--- src/ddisl_pkg.sv ---
// ddisl_pkg: constants and types for the interrupt status latch block.
// assumes: a single 50 MHz clock domain and a simple on-chip register port.
package ddisl_pkg;

    // ****************************************************************
    // register port geometry
    // ****************************************************************
    localparam int ADDR_W = 12;
    localparam int DATA_W = 8;

    // ****************************************************************
    // register offsets
    // ****************************************************************
    localparam logic [ADDR_W-1:0] CHAN1_STATUS_MODE_SELECT_ADDR = 12'h0022;
    localparam logic [ADDR_W-1:0] IRQ_EVENT_STATUS_A_ADDR       = 12'h0023;
    localparam logic [ADDR_W-1:0] STATUS_A_MODE_SELECT_ADDR     = 12'h00F0;
    localparam logic [ADDR_W-1:0] CHAN1_EVENT_STATUS_ADDR       = 12'h00F1;

    // ****************************************************************
    // source index layout (one vector of all event sources)
    // ****************************************************************
    localparam int NUM_SRC               = 9;
    localparam int SRC_CHAN1_TRIPPED     = 0;
    localparam int SRC_CHAN1_WINDOW      = 1;
    localparam int SRC_CHAN1_ROTATED     = 2;
    localparam int SRC_CHAN1_LOCKED      = 3;
    localparam int SRC_LINK_PLL_LOST     = 4;
    localparam int SRC_CONV_PLL_LOCKED   = 5;
    localparam int SRC_CONV_PLL_LOST     = 6;
    localparam int SRC_CAL_FAILED        = 7;
    localparam int SRC_CAL_PASSED        = 8;

    // ****************************************************************
    // field positions inside the registers
    // ****************************************************************
    localparam int CHAN1_FIELD_LSB  = 0;
    localparam int CHAN1_FIELD_W    = 4;
    localparam int STA_A_FIELD_LSB  = 3;
    localparam int STA_A_FIELD_W    = 5;

    // ****************************************************************
    // reset values
    // ****************************************************************
    localparam logic [NUM_SRC-1:0] MODE_RESET     = 9'h000;
    localparam logic [DATA_W-1:0]  RDATA_RESET    = 8'h00;
    localparam logic [DATA_W-1:0]  RDATA_UNMAPPED = 8'h00;

    // ****************************************************************
    // register port request carrier
    // ****************************************************************
    typedef struct packed {
        logic              wr;
        logic              rd;
        logic [ADDR_W-1:0] addr;
        logic [DATA_W-1:0] wdata;
    } ddisl_req_s;

endpackage

--- src/ddisl_irq_latch.sv ---
// ddisl_irq_latch: status/mode registers and active-low interrupt for the
// converter event sources.
// assumes: one clock, asynchronous active-low reset, event sources arrive
// asynchronously, host reaches registers over the on-chip register port.
//
// Functional notes
// - channel-1 alignment-locked latches and interrupts in latch mode, else live.
// - mode bit 2 selects rotate latching with interrupt, else live rotate level.
// - mode bit 1 selects outside-window latching with interrupt, else live level.
// - mode bit 0 selects tripped latching with interrupt, else live level.
// - all channel-1 mode bits are read/write and reset to 0 (live).
// - calibration passed is bit 7 of status register 0x023, live or latched.
// - calibration failed is bit 6, live or latched with interrupt.
// - bit 5 reports converter multiplier lock lost, live or latched.
// - bit 4 reports converter multiplier locked, live or latched.
// - bit 3 reports link multiplier lock lost, live or latched.
// - a latched bit holds until the host writes 1 to it or clears its mode bit, then clears.
// - latch mode captures only rising edges and each capture pulls the interrupt low.
`timescale 1ns/1ns
module ddisl_irq_latch (
    // clock and reset
    input  wire logic                           ref_clk_i,
    input  wire logic                           rst_n_i,
    // register port
    input  wire ddisl_pkg::ddisl_req_s          req_i,
    output logic [ddisl_pkg::DATA_W-1:0]        rdata_o,
    output logic                                rd_ack_o,
    // event sources
    input  wire logic                           chan1_align_locked_i,
    input  wire logic                           chan1_align_rotated_i,
    input  wire logic                           chan1_outside_window_i,
    input  wire logic                           chan1_align_tripped_i,
    input  wire logic                           calibration_passed_i,
    input  wire logic                           calibration_failed_i,
    input  wire logic                           converter_pll_lost_i,
    input  wire logic                           converter_pll_locked_i,
    input  wire logic                           link_pll_lost_i,
    // interrupt
    output logic                                irq_n_o
);

    // ****************************************************************
    // address decode
    // ****************************************************************
    function automatic logic hit(input logic [ddisl_pkg::ADDR_W-1:0] a,
                                 input logic [ddisl_pkg::ADDR_W-1:0] ref_a);
        hit = (a == ref_a);
    endfunction

    wire hit_ch1_mode_w = hit(req_i.addr, ddisl_pkg::CHAN1_STATUS_MODE_SELECT_ADDR);
    wire hit_sta_a_w    = hit(req_i.addr, ddisl_pkg::IRQ_EVENT_STATUS_A_ADDR);
    wire hit_sta_mode_w = hit(req_i.addr, ddisl_pkg::STATUS_A_MODE_SELECT_ADDR);
    wire hit_ch1_sta_w  = hit(req_i.addr, ddisl_pkg::CHAN1_EVENT_STATUS_ADDR);

    // ****************************************************************
    // source synchronisation
    // ****************************************************************
    logic [ddisl_pkg::NUM_SRC-1:0] src_raw_w;
    logic [ddisl_pkg::NUM_SRC-1:0] src_sync_w;

    assign src_raw_w[ddisl_pkg::SRC_CHAN1_TRIPPED]   = chan1_align_tripped_i;
    assign src_raw_w[ddisl_pkg::SRC_CHAN1_WINDOW]    = chan1_outside_window_i;
    assign src_raw_w[ddisl_pkg::SRC_CHAN1_ROTATED]   = chan1_align_rotated_i;
    assign src_raw_w[ddisl_pkg::SRC_CHAN1_LOCKED]    = chan1_align_locked_i;
    assign src_raw_w[ddisl_pkg::SRC_LINK_PLL_LOST]   = link_pll_lost_i;
    assign src_raw_w[ddisl_pkg::SRC_CONV_PLL_LOCKED] = converter_pll_locked_i;
    assign src_raw_w[ddisl_pkg::SRC_CONV_PLL_LOST]   = converter_pll_lost_i;
    assign src_raw_w[ddisl_pkg::SRC_CAL_FAILED]      = calibration_failed_i;
    assign src_raw_w[ddisl_pkg::SRC_CAL_PASSED]      = calibration_passed_i;

    ddisl_sync #(
        .W (ddisl_pkg::NUM_SRC)
    ) u_sync (
        .ref_clk_i (ref_clk_i),
        .rst_n_i   (rst_n_i),
        .async_i   (src_raw_w),
        .sync_o    (src_sync_w)
    );

    // ****************************************************************
    // mode registers
    // ****************************************************************
    logic [ddisl_pkg::NUM_SRC-1:0] mode_q;
    logic [ddisl_pkg::NUM_SRC-1:0] mode_d;

    always_comb begin
        mode_d = mode_q;
        if (req_i.wr && hit_ch1_mode_w) begin
            mode_d[ddisl_pkg::CHAN1_FIELD_LSB +: ddisl_pkg::CHAN1_FIELD_W] =
                req_i.wdata[ddisl_pkg::CHAN1_FIELD_LSB +: ddisl_pkg::CHAN1_FIELD_W];
        end
        if (req_i.wr && hit_sta_mode_w) begin
            mode_d[ddisl_pkg::SRC_LINK_PLL_LOST +: ddisl_pkg::STA_A_FIELD_W] =
                req_i.wdata[ddisl_pkg::STA_A_FIELD_LSB +: ddisl_pkg::STA_A_FIELD_W];
        end
    end

    always_ff @(posedge ref_clk_i or negedge rst_n_i) begin
        if (!rst_n_i) begin
            mode_q <= ddisl_pkg::MODE_RESET;
        end else begin
            mode_q <= mode_d;
        end
    end

    // ****************************************************************
    // write-one-to-clear strobes
    // ****************************************************************
    logic [ddisl_pkg::NUM_SRC-1:0] clear_w;

    assign clear_w[ddisl_pkg::CHAN1_FIELD_LSB +: ddisl_pkg::CHAN1_FIELD_W] =
        (req_i.wr && hit_ch1_sta_w) ?
        req_i.wdata[ddisl_pkg::CHAN1_FIELD_LSB +: ddisl_pkg::CHAN1_FIELD_W] : '0;
    assign clear_w[ddisl_pkg::SRC_LINK_PLL_LOST +: ddisl_pkg::STA_A_FIELD_W] =
        (req_i.wr && hit_sta_a_w) ?
        req_i.wdata[ddisl_pkg::STA_A_FIELD_LSB +: ddisl_pkg::STA_A_FIELD_W] : '0;

    // ****************************************************************
    // status cells
    // ****************************************************************
    logic [ddisl_pkg::NUM_SRC-1:0] status_w;
    logic [ddisl_pkg::NUM_SRC-1:0] latched_w;

    // one cell per source, live or latched
    genvar gi;
    generate
        for (gi = 0; gi < ddisl_pkg::NUM_SRC; gi++) begin : g_cell
            ddisl_status_cell u_cell (
                .ref_clk_i    (ref_clk_i),
                .rst_n_i      (rst_n_i),
                .src_i        (src_sync_w[gi]),
                .latch_mode_i (mode_q[gi]),
                .clear_i      (clear_w[gi]),
                .status_o     (status_w[gi]),
                .latched_o    (latched_w[gi])
            );
        end
    endgenerate

    // ****************************************************************
    // read data
    // ****************************************************************
    wire [ddisl_pkg::DATA_W-1:0] ch1_mode_rd_w =
        ddisl_pkg::DATA_W'({mode_q[ddisl_pkg::CHAN1_FIELD_LSB +: ddisl_pkg::CHAN1_FIELD_W]});
    wire [ddisl_pkg::DATA_W-1:0] sta_mode_rd_w =
        {mode_q[ddisl_pkg::SRC_LINK_PLL_LOST +: ddisl_pkg::STA_A_FIELD_W],
         3'b000};
    wire [ddisl_pkg::DATA_W-1:0] ch1_sta_rd_w =
        ddisl_pkg::DATA_W'({status_w[ddisl_pkg::CHAN1_FIELD_LSB +: ddisl_pkg::CHAN1_FIELD_W]});
    wire [ddisl_pkg::DATA_W-1:0] sta_a_rd_w =
        {status_w[ddisl_pkg::SRC_LINK_PLL_LOST +: ddisl_pkg::STA_A_FIELD_W],
         3'b000};

    wire [ddisl_pkg::DATA_W-1:0] rdata_w =
        hit_ch1_mode_w ? ch1_mode_rd_w :
        hit_sta_a_w    ? sta_a_rd_w    :
        hit_sta_mode_w ? sta_mode_rd_w :
        hit_ch1_sta_w  ? ch1_sta_rd_w  : ddisl_pkg::RDATA_UNMAPPED;

    // ****************************************************************
    // output registers
    // ****************************************************************
    logic [ddisl_pkg::DATA_W-1:0] rdata_q;
    logic                         rd_ack_q;
    logic                         irq_n_q;
    wire                          irq_n_d = ~(|latched_w);

    always_ff @(posedge ref_clk_i or negedge rst_n_i) begin
        if (!rst_n_i) begin
            rdata_q  <= ddisl_pkg::RDATA_RESET;
            rd_ack_q <= 1'b0;
            irq_n_q  <= 1'b1;
        end else begin
            rdata_q  <= req_i.rd ? rdata_w : rdata_q;
            rd_ack_q <= req_i.rd;
            irq_n_q  <= irq_n_d;
        end
    end

    assign rdata_o  = rdata_q;
    assign rd_ack_o = rd_ack_q;
    assign irq_n_o  = irq_n_q;

endmodule // ddisl_irq_latch

--- src/ddisl_sync.sv ---
// ddisl_sync: two-flop synchroniser for asynchronous event sources.
// assumes: the first stage is read by the second stage only.
`timescale 1ns/1ns
module ddisl_sync #(
    parameter int W = 1
) (
    // clock and reset
    input  wire logic         ref_clk_i,
    input  wire logic         rst_n_i,
    // data
    input  wire logic [W-1:0] async_i,
    output logic      [W-1:0] sync_o
);

    logic [W-1:0] meta_q;
    logic [W-1:0] sync_q;

    always_ff @(posedge ref_clk_i or negedge rst_n_i) begin
        if (!rst_n_i) begin
            meta_q <= '0;
            sync_q <= '0;
        end else begin
            meta_q <= async_i;
            sync_q <= meta_q;
        end
    end

    assign sync_o = sync_q;

endmodule // ddisl_sync

--- src/ddisl_status_cell.sv ---
// ddisl_status_cell: one status bit, live or rising-edge latched.
// assumes: src_i is already synchronised to ref_clk_i.
`timescale 1ns/1ns
module ddisl_status_cell (
    // clock and reset
    input  wire logic ref_clk_i,
    input  wire logic rst_n_i,
    // control
    input  wire logic src_i,
    input  wire logic latch_mode_i,
    input  wire logic clear_i,
    // result
    output logic      status_o,
    output logic      latched_o
);

    logic src_prev_q;
    logic latched_q;
    logic latched_d;
    wire  rise_w;

    assign rise_w = src_i & ~src_prev_q;

    // set wins over a same-cycle clear; live mode holds nothing
    always_comb begin
        latched_d = latched_q;
        if (!latch_mode_i) begin
            latched_d = 1'b0;
        end else if (rise_w) begin
            latched_d = 1'b1;
        end else if (clear_i) begin
            latched_d = 1'b0;
        end
    end

    always_ff @(posedge ref_clk_i or negedge rst_n_i) begin
        if (!rst_n_i) begin
            src_prev_q <= 1'b0;
            latched_q  <= 1'b0;
        end else begin
            src_prev_q <= src_i;
            latched_q  <= latched_d;
        end
    end

    // live level in live mode, held capture in latch mode
    assign status_o  = latch_mode_i ? latched_q : src_i;
    assign latched_o = latched_q;

endmodule // ddisl_status_cell

--- config.mk ---
export PLATFORM = sky130hd
export DESIGN_NAME = ddisl_irq_latch
export DESIGN_NICKNAME = d
export VERILOG_FILES = /design/src/ddisl_pkg.sv /design/src/ddisl_irq_latch.sv /design/src/ddisl_sync.sv /design/src/ddisl_status_cell.sv
export SDC_FILE = /design/constraint.sdc
export NUM_CORES = 1
export LEC_CHECK = 0
export ABC_AREA = 0
export BUFFER_PORTS_ARGS = -buffer_cell sky130_fd_sc_hd__buf_2
export CAP_MARGIN = 40
export CORE_ASPECT_RATIO = 1.2
export CORE_MARGIN = 1.5
export CORE_UTILIZATION = 54
export DETAILED_ROUTE_END_ITERATION = 16
export HOLD_SLACK_MARGIN = 0.15
export PLACE_DENSITY_LB_ADDON = 0.08
export REMOVE_ABC_BUFFERS = 1
export SLEW_MARGIN = 20
export SYNTH_ARGS = -nofsm -noshare
export SYNTH_HDL_FRONTEND = slang
export SYNTH_HIERARCHICAL = 1
export SYNTH_SLANG_ARGS = --single-unit
--- constraint.sdc ---
create_clock -name ref_clk_i -period 1.8 [get_ports ref_clk_i]
set_clock_uncertainty 0.1 [all_clocks]
set_input_delay 0.54 -clock ref_clk_i [delete_from_list [all_inputs] [get_ports ref_clk_i]]
set_output_delay 0.54 -clock ref_clk_i [all_outputs]
set_load 0.01 [all_outputs]
; ---- Word-level counts from Yosys, hierarchy flattened
; Index checks and enable logic that the tools add are counted.
[classes]
eq_ne = 13
n_mux = 42
n_bitwise = 19
reduce_logical = 5
[ops]
columns = cell, count
row1 = $mux W1, 36
row2 = $ne A3 B1 Y1 const B, 9
row3 = $eq A12 B6 Y1 const B, 2
row4 = $eq A12 B8 Y1 const B, 2
row5 = $mux W8, 3
row6 = $not A1 Y1, 10
row7 = $and A1 B1 Y1, 9
row8 = $reduce_or A9 Y1, 1
row9 = $mux W4, 2
row10 = $mux W5, 1
row11 = $logic_and A1 B1 Y1, 4
[word_totals]
regBits = 55
elab_cells = 104

; ---- Depth between registers and ports, before layout
; Gate-level depths: netlist of the first run.
[depth]
depth_word = 6
ltp_mapped = 7

; ---- Hierarchy
; Netlist of the first run, hierarchy kept.
[by_module_without_submodules]
columns = mod, instances, cells_each, area_per_inst_um2, seq_area_each_um2
row1 = ddisl_irq_latch, 1, 100, 1043.5, 476.7
row2 = ddisl_status_cell, 9, 6, 88.8, 50.0
row3 = ddisl_sync, 1, 18, 450.4, 450.4

; ---- Worst setup path before layout of the first run
; Ideal clock, no wire load.
[synth_timing]
path_type = input -> register
from = input port req_i[12] (netlist bit)
to = register mode_q[0] (netlist bit)
setup_ns = 0.127
arrival_time_ns = 1.815
slack_ns = -0.242
path_stages = 5
cell_sequence = or4b_4 -> nor2_8 -> and3_1 -> buf_4 -> mux2_1
[synth_via]
elab_chain_len = 2
[synth_rtl]
columns = item, line
row1 = "start, declared", ddisl_irq_latch.sv:25  ; input wire ddisl_pkg::ddisl_req_s req_i,
row2 = $eq A12 B6 Y1, ddisl_irq_latch.sv:47  ; hit = (a == ref_a);
row3 = $logic_and A1 B1 Y1, ddisl_irq_latch.sv:88  ; if (req_i.wr && hit_ch1_mode_w) begin
row4 = "end signal, assigned", ddisl_irq_latch.sv:100  ; mode_q <= ddisl_pkg::MODE_RESET;
row5 = "end signal, assigned", ddisl_irq_latch.sv:102  ; mode_q <= mode_d;
row6 = "end, declared", ddisl_irq_latch.sv:83  ; logic [ddisl_pkg::NUM_SRC-1:0] mode_q;
; Every way passes these cells.
; A chain may end at the register's enable or synchronous reset.

; ---- Final worst setup path of the first run
[layout_timing]
from = input port req_i[12] (netlist bit)
to = register mode_q[1] (netlist bit)
; Same word-level chain as after synthesis.

==> results_tabular.tex, run 1 <==
\begin{tabular}{lr}
\hline
Metric & Value \\
\hline
\multicolumn{2}{l}{\textbf{Synthesis}} \\
Count of state elements after synthesis & 55 \\
Syn. warnings & 6 \\
Asr flop ratio synth & 1.000 \\
Top cells by area, synth & sky130\_fd\_sc\_hd\_\_dfrtp\_1, sky130\_fd\_sc\_hd\_\_mux2\_4, sky130\_fd\_sc\_hd\_\_nand2b\_1 \\
EDFF count, synth & 0 \\
Main flop type after synthesis & sky130\_fd\_sc\_hd\_\_dfrtp\_1 \\
Yosys cell types & 31 \\
Post-synthesis instance area & 2293 um2 \\
Avg Synthesized Cell Area & 13.33 um2 \\
Yosys top cell area share & 0.5892 \\
Sequential fraction of the synthesis area & 0.6007 \\
Top post-synthesis cells by count & sky130\_fd\_sc\_hd\_\_dfrtp\_1, sky130\_fd\_sc\_hd\_\_nand2b\_1 \\
Post-synthesis cell type with the largest combined area & sky130\_fd\_sc\_hd\_\_dfrtp\_1 \\
Gate Count Post-Synth & 172 \\
Most numerous cell in the Yosys netlist & sky130\_fd\_sc\_hd\_\_dfrtp\_1 \\
\multicolumn{2}{l}{\textbf{Run status}} \\
Violated checks & negative setup slack \\
Result of the run & finished with violations \\
\multicolumn{2}{l}{\textbf{Power and ir drop}} \\
Cell-internal power & 1621 uW \\
Peak supply drop & 0.0006590 V \\
Power dissipated by switching net loads & 457.4 uW \\
Static leakage power & 0.001402 uW \\
Sequential share of power & 0.617 \\
Total power density per cell area & 701.3 nW/um2 \\
Switching share of total power & 0.2201 \\
Part of the total power dissipated in the clock network & 0.306 \\
Logic pwr share & 0.077 \\
\multicolumn{2}{l}{\textbf{Floorplanning}} \\
Core Region & 4004 um2 \\
Die ar. & 4649 um2 \\
Initial standard-cell utilization of the core & 0.5728 \\
Width of the chip & 62.49 um \\
Die height & 74.39 um \\
Placement Rows & 25 \\
Boundary Pins & 43 \\
\multicolumn{2}{l}{\textbf{Critical path}} \\
Startpoint Class & input pin \\
Register-to-register setup slack & 370 ps \\
Worst Reg2Reg Path Length in Cells & 5 \\
Reg-to-reg endpoint & rdata\_o[6] \\
Worst Setup End Kind & flip-flop \\
Worst Path Required & 1890 ps \\
R2R Path Start & mode\_q[7] \\
Arrival time worst endpoint & 1930 ps \\
Maximum fanout encountered on the critical timing path & 4 \\
WS Path Type & input pin to flip-flop \\
\multicolumn{2}{l}{\textbf{Global route}} \\
Maximum number of pins on one net before global-route repair & 56 \\
Met1 track utilization from global routing & 0.2553 \\
Fraction of met3 tracks used by global routing & 0.04236 \\
Number of global-route vias before repair & 1605 \\
Busiest layer in global routing & met2 \\
GR Util All Layers & 0.2073 \\
Global routing usage on met2 & 0.3704 \\
First-pass GRT wire length & 7.458 mm \\
Initial antenna violation count & 0 \\
GRT overflow & 0 \\
\multicolumn{2}{l}{\textbf{Hold path}} \\
Terminating pin of the worst hold path & u\_sync/meta\_q[1] \\
Worst Hold Class & input pin to flip-flop \\
Hold Path Cell Cnt & 1 \\
Startpoint of the most critical hold path & chan1\_outside\_window\_i \\
\multicolumn{2}{l}{\textbf{Route}} \\
Total number of vias & 1594 \\
Total iterations of the first detailed-routing run & 4 \\
Number of remaining DRC errors & 0 \\
Overall routed net length & 4.652 mm \\
Vias per inst & 5.385 \\
Routed WL per cell & 15.72 um \\
DRT antenna net count & 0 \\
Number of violations reported at the end of detailed-routing iteration 0 & 52 \\
\multicolumn{2}{l}{\textbf{CTS}} \\
CTS tree & done \\
Clock sink total & 55 \\
CTS HTree Levels & 2 \\
Number of CTS-inserted buffers & 5 \\
Buffer levels on the longest clock path & 2 \\
Insertion delay of the later-clocked pin in the worst-skew pair & 300 ps \\
Master cell of the clock root buffer & sky130\_fd\_sc\_hd\_\_clkbuf\_8 \\
Post-CTS clock slew at the launch and capture registers of the worst setup and hold paths & 90 ps \\
\multicolumn{2}{l}{\textbf{STA}} \\
Min Clock Period, post-route & 1839 ps \\
Setup WS post-layout & -38.74 ps \\
Maximum clock frequency & 543.9 MHz \\
Slew headroom & 0.7392 \\
Max-slew violations & 0 \\
RSZ-0062 raised after global routing & yes \\
Final hold violations & 0 \\
Final setup vio count & 5 \\
Slew of the pin with the lowest slew margin & 387.7 ps \\
Hold slack & 237.1 ps \\
Period Utilization, post-route & 1.022 \\
Sum of negative setup slack & -149.3 ps \\
\multicolumn{2}{l}{\textbf{Cells and area}} \\
ANT cells & 0 \\
Share of layout cells above drive strength 1 & 0.4917 \\
Relative area change from synthesis to final layout & 29.19\% \\
Number of nets in the final layout & 274 \\
FF/Latch Area & 1378 um2 \\
Finished Cell Area & 2963 um2 \\
Total area of multi-input combinational cells & 987.2 um2 \\
Number of filler cells placed in the layout & 322 \\
Core utilization of the finished layout & 0.7400 \\
\multicolumn{2}{l}{\textbf{Place}} \\
Worst setup timing slack at the placement stage & -433.8 ps \\
DP HPWL & 3.368 mm \\
Instance area at placement & 2724 um2 \\
Placer Congestion & 0.8321 \\
Buffers added on ports & 42 \\
\multicolumn{2}{l}{\textbf{Run}} \\
Number of maximum-capacitance constraint violations & 0 \\
\hline
\end{tabular}
routing by layer:
layer	share of wire	vias to the layer above	routed length (um)
met5	0	-	0
met4	0.019	0	87
met3	0.045	8	211
met2	0.50	49	2305
met1	0.44	795	2048
li1	-	742	-
flip-flops by register name, summed over array words and instances, names as in the netlist:
signal / cells
g_cell.u_cell/latched_o: 9
rd_ack_o: 1
mode_q: 9
u_sync/meta_q: 9
g_cell.u_cell/src_prev_q: 9
rdata_o: 8
u_sync/sync_o: 9
irq_n_o: 1
how the worst max path moves through the flow:
stage	slack, ps	start	end	depth (start not counted)
2_1_floorplan	-230	req_i[12]	mode_q[0]	4
3_3_place_gp	-360	req_i[12]	mode_q[3]	5
3_5_place_dp	-430	req_i[12]	mode_q[0]	5
4_1_cts	-10	req_i[15]	mode_q[0]	5
5_1_grt	-60	req_i[12]	mode_q[1]	5
6_report	-40	req_i[12]	mode_q[1]	5
cell families (layout without fill, tap and decap cells):
kind of cell           after synthesis  in the layout  synth area share
AO/OA/AOI/OAI                       26             26           0.09384
flip-flops                          55             55            0.6007
buffers and inverters               10             80           0.01910
multiplexers                        18             18            0.1031
AND/OR/NAND/NOR                     63             63            0.1833
what timing repair did:
item,4_1_cts,5_1_grt
resized for setup,5,24
buffers inserted,1,1
setup endpoints to repair,16,19
pin swaps,3,14
hold buffers,1,0
endpoints found under the hold margin,54,0
through the flow:
stage	instances	power (uW)
floorplan	167	1348
global placement	285	1447
detailed placement	285	1455
CTS	295	2098
global route	296	2157
finish	296	2078
power groups by stage:
stage	Clock [uW]	Combinational (uW)	Sequential, uW
3_3_place_gp	0	142	1310
3_5_place_dp	0	147	1310
4_1_cts	664	151	1280
5_1_grt	697	173	1290
6_report	636	160	1280
2_1_floorplan	0	44.4	1300
layout make-up:
cell class,instances,area share
Sequential cell,55,0.4649
Clock inverter,2,0.004223
Clock buffer,6,0.02449
Multi-Input combinational cell,107,0.3332
Timing Repair Buffer,67,0.1440
Inverter,5,0.006334
Tap cell,54,0.02280
layout by cell type (no fill, tap or decap), types with 9 or more instances in the layout:
cell | Yosys | routed
sky130_fd_sc_hd__dfrtp_1 | 54 | 54
sky130_fd_sc_hd__nand2b_1 | 19 | 14
sky130_fd_sc_hd__mux2_4 | 9 | 13
sky130_fd_sc_hd__buf_4 | 1 | 21
sky130_fd_sc_hd__a21boi_2 | 9 | 9
sky130_fd_sc_hd__buf_2 | 2 | 41
critical path, stage by stage:
cell and delay, ps:
sky130_fd_sc_hd__buf_6 90, sky130_fd_sc_hd__or4b_4 580, sky130_fd_sc_hd__nor2_8 150, sky130_fd_sc_hd__and3_4 260, sky130_fd_sc_hd__mux2_4 310
Note: power is estimated with default switching activity, not from simulation.
==> run 2, diff against run 1 <==
--- a/config.mk
+++ b/config.mk
@@ -7,14 +7,14 @@
 export LEC_CHECK = 0
 export ABC_AREA = 0
 export BUFFER_PORTS_ARGS = -buffer_cell sky130_fd_sc_hd__buf_2
-export CAP_MARGIN = 40
+export CAP_MARGIN = 20
 export CORE_ASPECT_RATIO = 1.2
-export CORE_MARGIN = 1.5
 export CORE_UTILIZATION = 54
 export DETAILED_ROUTE_END_ITERATION = 16
 export HOLD_SLACK_MARGIN = 0.15
 export PLACE_DENSITY_LB_ADDON = 0.08
 export REMOVE_ABC_BUFFERS = 1
+export SETUP_SLACK_MARGIN = 0.15
 export SLEW_MARGIN = 20
 export SYNTH_ARGS = -nofsm -noshare
 export SYNTH_HDL_FRONTEND = slang
==> run 2 against run 1 <==
Effect of this change:
- the run now ends clean
- sequential share of layout area fell by 2.8 points
- hold slack worse by 6.9 ps
- register-to-register slack hardly changed
- clock power is 47% higher
- non-clock buffer count grew 6
- power is 15% higher
- global-route usage is 2.9 points higher
- critical endpoint is now mode_q[3]
- largest cell class unchanged
==> results_tabular.tex, run 2 (same netlist as run 1, synthesis figures left out) <==
\begin{tabular}{lr}
\hline
Metric & Value \\
\hline
\multicolumn{2}{l}{\textbf{Cells and area}} \\
Relative area change from synthesis to final layout & 37.53\% \\
FF/Latch Area & 1378 um2 \\
Share of layout cells above drive strength 1 & 0.5282 \\
Number of nets in the final layout & 280 \\
Most common library cell in the layout ignoring fill and taps & sky130\_fd\_sc\_hd\_\_dfrtp\_1 \\
Total area of multi-input combinational cells & 1032 um2 \\
Top library cells by usage in the layout, fill and taps aside & sky130\_fd\_sc\_hd\_\_dfrtp\_1, sky130\_fd\_sc\_hd\_\_buf\_2, sky130\_fd\_sc\_hd\_\_buf\_4, sky130\_fd\_sc\_hd\_\_mux2\_4, sky130\_fd\_sc\_hd\_\_nand2b\_1 \\
Number of filler cells placed in the layout & 260 \\
ANT cells & 0 \\
\multicolumn{2}{l}{\textbf{Floorplanning}} \\
Die height & 73.39 um \\
Boundary Pins & 43 \\
Die ar. & 4513 um2 \\
Placement Rows & 25 \\
Width of the chip & 61.49 um \\
Core Region & 4004 um2 \\
Initial standard-cell utilization of the core & 0.5728 \\
\multicolumn{2}{l}{\textbf{CTS}} \\
Insertion delay of the later-clocked pin in the worst-skew pair & 300 ps \\
Clock sink total & 55 \\
CTS tree & done \\
Number of CTS-inserted buffers & 5 \\
Buffer levels on the longest clock path & 2 \\
CTS HTree Levels & 2 \\
Post-CTS clock slew at the launch and capture registers of the worst setup and hold paths & 90 ps \\
Master cell of the clock root buffer & sky130\_fd\_sc\_hd\_\_clkbuf\_8 \\
\multicolumn{2}{l}{\textbf{Hold path}} \\
Startpoint of the most critical hold path & calibration\_failed\_i \\
Worst Hold Class & input pin to flip-flop \\
\multicolumn{2}{l}{\textbf{Critical path}} \\
R2R Path Start & mode\_q[3] \\
Critical path startpoint & req\_i[14] \\
Maximum fanout encountered on the critical timing path & 4 \\
Register-to-register setup slack & 370 ps \\
Startpoint Class & input pin \\
WS Path Type & input pin to flip-flop \\
Arrival time worst endpoint & 1870 ps \\
Worst Path Required & 1890 ps \\
Worst Setup End Kind & flip-flop \\
\multicolumn{2}{l}{\textbf{STA}} \\
Maximum clock frequency & 562.2 MHz \\
Final hold violations & 0 \\
Period Utilization, post-route & 0.9881 \\
Slew headroom & 0.7442 \\
Max-slew violations & 0 \\
Slew of the pin with the lowest slew margin & 380.2 ps \\
Min Clock Period, post-route & 1779 ps \\
RSZ-0062 raised after global routing & yes \\
Hold slack & 230.3 ps \\
Final setup vio count & 0 \\
\multicolumn{2}{l}{\textbf{Route}} \\
Routed WL per cell & 16.00 um \\
Number of remaining DRC errors & 0 \\
Detail Route met3 WL & 220 um \\
Met2 WL post-DR & 2.366 mm \\
Vias per inst & 5.205 \\
Total iterations of the first detailed-routing run & 4 \\
Overall routed net length & 4.831 mm \\
Top layer in use & met4 \\
Post-route met1 wirelength & 2.172 mm \\
Number of violations reported at the end of detailed-routing iteration 0 & 79 \\
Total number of vias & 1572 \\
DRT antenna net count & 0 \\
\multicolumn{2}{l}{\textbf{Power and ir drop}} \\
Static leakage power & 0.001476 uW \\
Peak supply drop & 0.0007484 V \\
Power consumption & 2398 uW \\
Total power density per cell area & 760.1 nW/um2 \\
\multicolumn{2}{l}{\textbf{Global route}} \\
Number of global-route vias before repair & 1607 \\
GR Util All Layers & 0.2364 \\
First-pass GRT wire length & 7.562 mm \\
Initial antenna violation count & 0 \\
GRT overflow & 0 \\
Maximum number of pins on one net before global-route repair & 56 \\
\multicolumn{2}{l}{\textbf{Place}} \\
Buffers added on ports & 42 \\
DP HPWL & 3.257 mm \\
Placer Congestion & 0.8091 \\
\multicolumn{2}{l}{\textbf{Run}} \\
Number of maximum-capacitance constraint violations & 0 \\
\multicolumn{2}{l}{\textbf{Run status}} \\
Result of the run & completed \\
\hline
\end{tabular}
==> run 2: layer usage <==
metal | track usage | vias to the layer above
met4 | 0.09630 | 0
li1 | - | 753
met3 | 0.04754 | 6
met1 | 0.3127 | 760
met5 | 0 | -
met2 | 0.3775 | 53
==> run 2: path summary, 6_finish.rpt <==
path / depth (start not counted) / to
max: 5 / mode_q[3]
min: 1 / u_sync/meta_q[7]
max reg2reg: 5 / rdata_o[3]
min reg2reg: 0 / u_sync/sync_o[8]
max in group asynchronous: 3 / irq_n_o
min in group asynchronous: 3 / rd_ack_o
==> run 2: area by class of cell <==
type | instances | share of cell area
sequential | 55 | 0.4367
multi-input combinational | 107 | 0.3273
timing repair buffer | 73 | 0.1666
clock buffer | 6 | 0.02301
tap | 54 | 0.02142
clock inverter | 2 | 0.01904
inverter | 5 | 0.005950
==> run 2: stage by stage <==
step                area [um2]  std cells  setup TNS, ps    util  worst slack, ps
floorplan                 2268        167          -2538       -           -230.8
detailed placement        2724        285          -8207  0.6803           -400.7
global placement          2724        285          -7416  0.6803           -362.7
global route              3154        302              0  0.7878            12.47
finish                    3154        302              0  0.7878            21.43
CTS                       3095        301              0  0.7731            5.113
==> run 2: critical path: stages <==
cell and delay, ps:
sky130_fd_sc_hd__buf_2 110, sky130_fd_sc_hd__or4b_4 560, sky130_fd_sc_hd__nor2_8 120, sky130_fd_sc_hd__and3_4 240, sky130_fd_sc_hd__mux2_4 310
==> run 2: what timing repair did <==
action,CTS,global route
hold endpoints to repair,54,0
endpoints found under the setup margin,26,26
pin swaps,19,11
gates resized for setup,40,12
buffers inserted,7,1
hold buffers,1,0
==> run 2: where the power goes <==
| group | switching (uW) | total [uW] | internal [uW] |
|---|---|---|---|
| logic | 85.6 | 184 | 98.1 |
| clock network | 376 | 932 | 555 |
| registers | 14.5 | 1280 | 1270 |
| total | 477 | 2400 | 1920 |
==> run 3, diff against run 2 <==
--- a/config.mk
+++ b/config.mk
@@ -9,7 +9,7 @@
 export BUFFER_PORTS_ARGS = -buffer_cell sky130_fd_sc_hd__buf_2
 export CAP_MARGIN = 20
 export CORE_ASPECT_RATIO = 1.2
-export CORE_UTILIZATION = 54
+export CORE_UTILIZATION = 53
 export DETAILED_ROUTE_END_ITERATION = 16
 export HOLD_SLACK_MARGIN = 0.15
 export PLACE_DENSITY_LB_ADDON = 0.08
@@ -18,5 +18,4 @@
 export SLEW_MARGIN = 20
 export SYNTH_ARGS = -nofsm -noshare
 export SYNTH_HDL_FRONTEND = slang
-export SYNTH_HIERARCHICAL = 1
 export SYNTH_SLANG_ARGS = --single-unit
==> run 3 against run 2 <==
Effect of this change:
- power decreased by 7.4%
- sequential power about the same
- count of clock-buffer cells in the layout unchanged
- flip-flop and latch count unchanged
- critical path type unchanged
- routed wire length decreased by 18%
- final cell count decreased by 11%
- hold slack improved by 3.1 ps
- sequential share of layout area increased by 6.4 points
- the run now ends with negative setup slack left
- non-clock buffer count decreased by 21
- final area decreased by 13%
- die area decreased by 3.9%
==> results_tabular.tex, run 3 <==
\begin{tabular}{lr}
\hline
Metric & Value \\
\hline
\multicolumn{2}{l}{\textbf{Synthesis}} \\
Count of state elements after synthesis & 55 \\
Gate Count Post-Synth & 159 \\
Main flop type after synthesis & sky130\_fd\_sc\_hd\_\_dfrtp\_1 \\
Yosys top cell area share & 0.6257 \\
EDFF count, synth & 0 \\
Asr flop ratio synth & 1.000 \\
Top cells by area, synth & sky130\_fd\_sc\_hd\_\_dfrtp\_1, sky130\_fd\_sc\_hd\_\_mux2\_4, sky130\_fd\_sc\_hd\_\_nor2b\_1 \\
Post-synthesis cell type with the largest combined area & sky130\_fd\_sc\_hd\_\_dfrtp\_1 \\
Syn. warnings & 0 \\
Sequential fraction of the synthesis area & 0.6379 \\
Post-synthesis instance area & 2160 um2 \\
Most numerous cell in the Yosys netlist & sky130\_fd\_sc\_hd\_\_dfrtp\_1 \\
Top post-synthesis cells by count & sky130\_fd\_sc\_hd\_\_dfrtp\_1, sky130\_fd\_sc\_hd\_\_nor2b\_1, sky130\_fd\_sc\_hd\_\_a21oi\_1, sky130\_fd\_sc\_hd\_\_o21ai\_0, sky130\_fd\_sc\_hd\_\_mux2\_4 \\
Yosys cell types & 29 \\
Avg Synthesized Cell Area & 13.58 um2 \\
\multicolumn{2}{l}{\textbf{Route}} \\
Total iterations of the first detailed-routing run & 4 \\
Number of remaining DRC errors & 0 \\
Total number of vias & 1437 \\
DRT antenna net count & 0 \\
Routed WL per cell & 14.66 um \\
Number of violations reported at the end of detailed-routing iteration 0 & 76 \\
Vias per inst & 5.322 \\
Overall routed net length & 3.958 mm \\
\multicolumn{2}{l}{\textbf{STA}} \\
Max-slew violations & 0 \\
Period Utilization, post-route & 1.042 \\
RSZ-0062 raised after global routing & yes \\
Slew of the pin with the lowest slew margin & 410.6 ps \\
Final hold violations & 0 \\
Setup WS post-layout & -75.13 ps \\
Final setup vio count & 13 \\
Maximum clock frequency & 533.3 MHz \\
Min Clock Period, post-route & 1875 ps \\
Slew headroom & 0.7262 \\
Sum of negative setup slack & -671.7 ps \\
\multicolumn{2}{l}{\textbf{Run}} \\
Number of maximum-capacitance constraint violations & 0 \\
\multicolumn{2}{l}{\textbf{Floorplanning}} \\
Initial standard-cell utilization of the core & 0.5523 \\
Die ar. & 4335 um2 \\
Placement Rows & 25 \\
Core Region & 3910 um2 \\
Width of the chip & 60.27 um \\
Boundary Pins & 43 \\
Die height & 71.93 um \\
\multicolumn{2}{l}{\textbf{Cells and area}} \\
Share of layout cells above drive strength 1 & 0.4861 \\
ANT cells & 0 \\
Most common library cell in the layout ignoring fill and taps & sky130\_fd\_sc\_hd\_\_dfrtp\_1 \\
Relative area change from synthesis to final layout & 27.40\% \\
Top library cells by usage in the layout, fill and taps aside & sky130\_fd\_sc\_hd\_\_dfrtp\_1, sky130\_fd\_sc\_hd\_\_buf\_2, sky130\_fd\_sc\_hd\_\_nor2b\_1, sky130\_fd\_sc\_hd\_\_o21ai\_0 \\
Number of nets in the final layout & 248 \\
Number of filler cells placed in the layout & 300 \\
\multicolumn{2}{l}{\textbf{Power and ir drop}} \\
Total power density per cell area & 806.6 nW/um2 \\
Peak supply drop & 0.0006723 V \\
Static leakage power & 0.001269 uW \\
\multicolumn{2}{l}{\textbf{CTS}} \\
CTS tree & done \\
Clock sink total & 55 \\
Buffer levels on the longest clock path & 2 \\
Post-CTS clock slew at the launch and capture registers of the worst setup and hold paths & 90 ps \\
Master cell of the clock root buffer & sky130\_fd\_sc\_hd\_\_clkbuf\_8 \\
CTS HTree Levels & 2 \\
Insertion delay of the later-clocked pin in the worst-skew pair & 300 ps \\
Number of CTS-inserted buffers & 5 \\
\multicolumn{2}{l}{\textbf{Critical path}} \\
Arrival time worst endpoint & 1970 ps \\
Worst-path cell with the longest stage delay & sky130\_fd\_sc\_hd\_\_or4b\_4 \\
Worst Setup End Kind & flip-flop \\
Startpoint Class & input pin \\
CP max stage delay & 560 ps \\
Maximum fanout encountered on the critical timing path & 4 \\
WS Path Type & input pin to flip-flop \\
Worst Path Required & 1890 ps \\
Cell Chain, Critical Path & buf\_6 -> or4b\_4 -> nor4\_4 -> nand2\_2 -> mux2\_4 \\
\multicolumn{2}{l}{\textbf{Global route}} \\
Maximum number of pins on one net before global-route repair & 36 \\
Number of global-route vias before repair & 1505 \\
GR Util All Layers & 0.2125 \\
Initial antenna violation count & 0 \\
GRT overflow & 0 \\
First-pass GRT wire length & 6.713 mm \\
\multicolumn{2}{l}{\textbf{Run status}} \\
Violated checks & negative setup slack \\
Result of the run & finished with violations \\
\multicolumn{2}{l}{\textbf{Place}} \\
Buffers added on ports & 42 \\
DP HPWL & 2.861 mm \\
Worst setup timing slack at the placement stage & -483.0 ps \\
Placer Congestion & 0.8605 \\
\multicolumn{2}{l}{\textbf{Hold path}} \\
Worst Hold Class & input pin to flip-flop \\
\hline
\end{tabular}
run 3: final timing paths:
check | start | to | slack, ps | cells past startpoint
worst max-delay path | req_i[14] | mode_q[2] | -80 | 5
worst min-delay path | calibration_failed_i | u_sync.meta_q[7] | 230 | 1
worst max register to register | mode_q[6] | rdata_o[5] | 490 | 3
worst min register to register | u_sync.meta_q[5] | u_sync.sync_o[5] | 250 | 0
max in group asynchronous | rst_n_i | irq_n_o | 570 | 3
min in group asynchronous | rst_n_i | rdata_o[0] | 650 | 3
run 3: kinds of logic after synthesis:
family / count (synthesis) / synth area share
flops: 55 / 0.6379
mux: 18 / 0.1083
buf+inv: 8 / 0.01738
simple gates: 41 / 0.1367
compound gates: 37 / 0.09965
run 3: timing repair:
item	4_1_cts	5_1_grt
endpoints found under the hold margin	20	0
cloned	0	0
buffers inserted	2	0
hold buffers	1	0
pin swaps	14	9
setup endpoints to repair	26	26
gates resized for setup	29	3
run 3: cell type report:
class / instances / area (um2) / area share
flip-flops and latches: 55 / 1378 / 0.5007
multi-input cells: 96 / 873.3 / 0.3174
repair buffers: 52 / 304.0 / 0.1105
clock buffers: 6 / 72.57 / 0.02638
well taps: 54 / 67.56 / 0.02456
clock inverters: 2 / 37.54 / 0.01364
inverters: 5 / 18.77 / 0.006821
run 3: per-layer routing:
metal  global-route usage  vias up  wire, um
li1                     -      681         -
met1               0.2753      706      1806
met2               0.3455       45      1899
met3              0.05348        5       206
met4              0.07235        0        45
met5                    0        -         0
run 3: report_power, final:
group | switching, uW | internal [uW] | total, uW
clock | 363 | 415 | 777
combinational | 84.6 | 67.9 | 153
sequential | 17.1 | 1270 | 1290
total | 464 | 1750 | 2220
run 3: worst max-delay path, delay by kind of cell:
kind / cells / cell delay [ps]
mux: 1 / 320
buf+inv: 1 / 90
simple gates: 3 / 1020
run 3: stage by stage:
step / hold WS [ps] / utilization / cell area (um2) / total power [uW] / cells
floorplan: 144.4 / - / 2141 / 1357 / 156
global placement: 231.1 / 0.6320 / 2471 / 1440 / 259
detailed placement: 237.9 / 0.6320 / 2471 / 1447 / 259
CTS: 224.0 / 0.6992 / 2734 / 2242 / 270
global route: 215.1 / 0.7037 / 2751 / 2308 / 270
finish: 233.4 / 0.7037 / 2751 / 2219 / 270
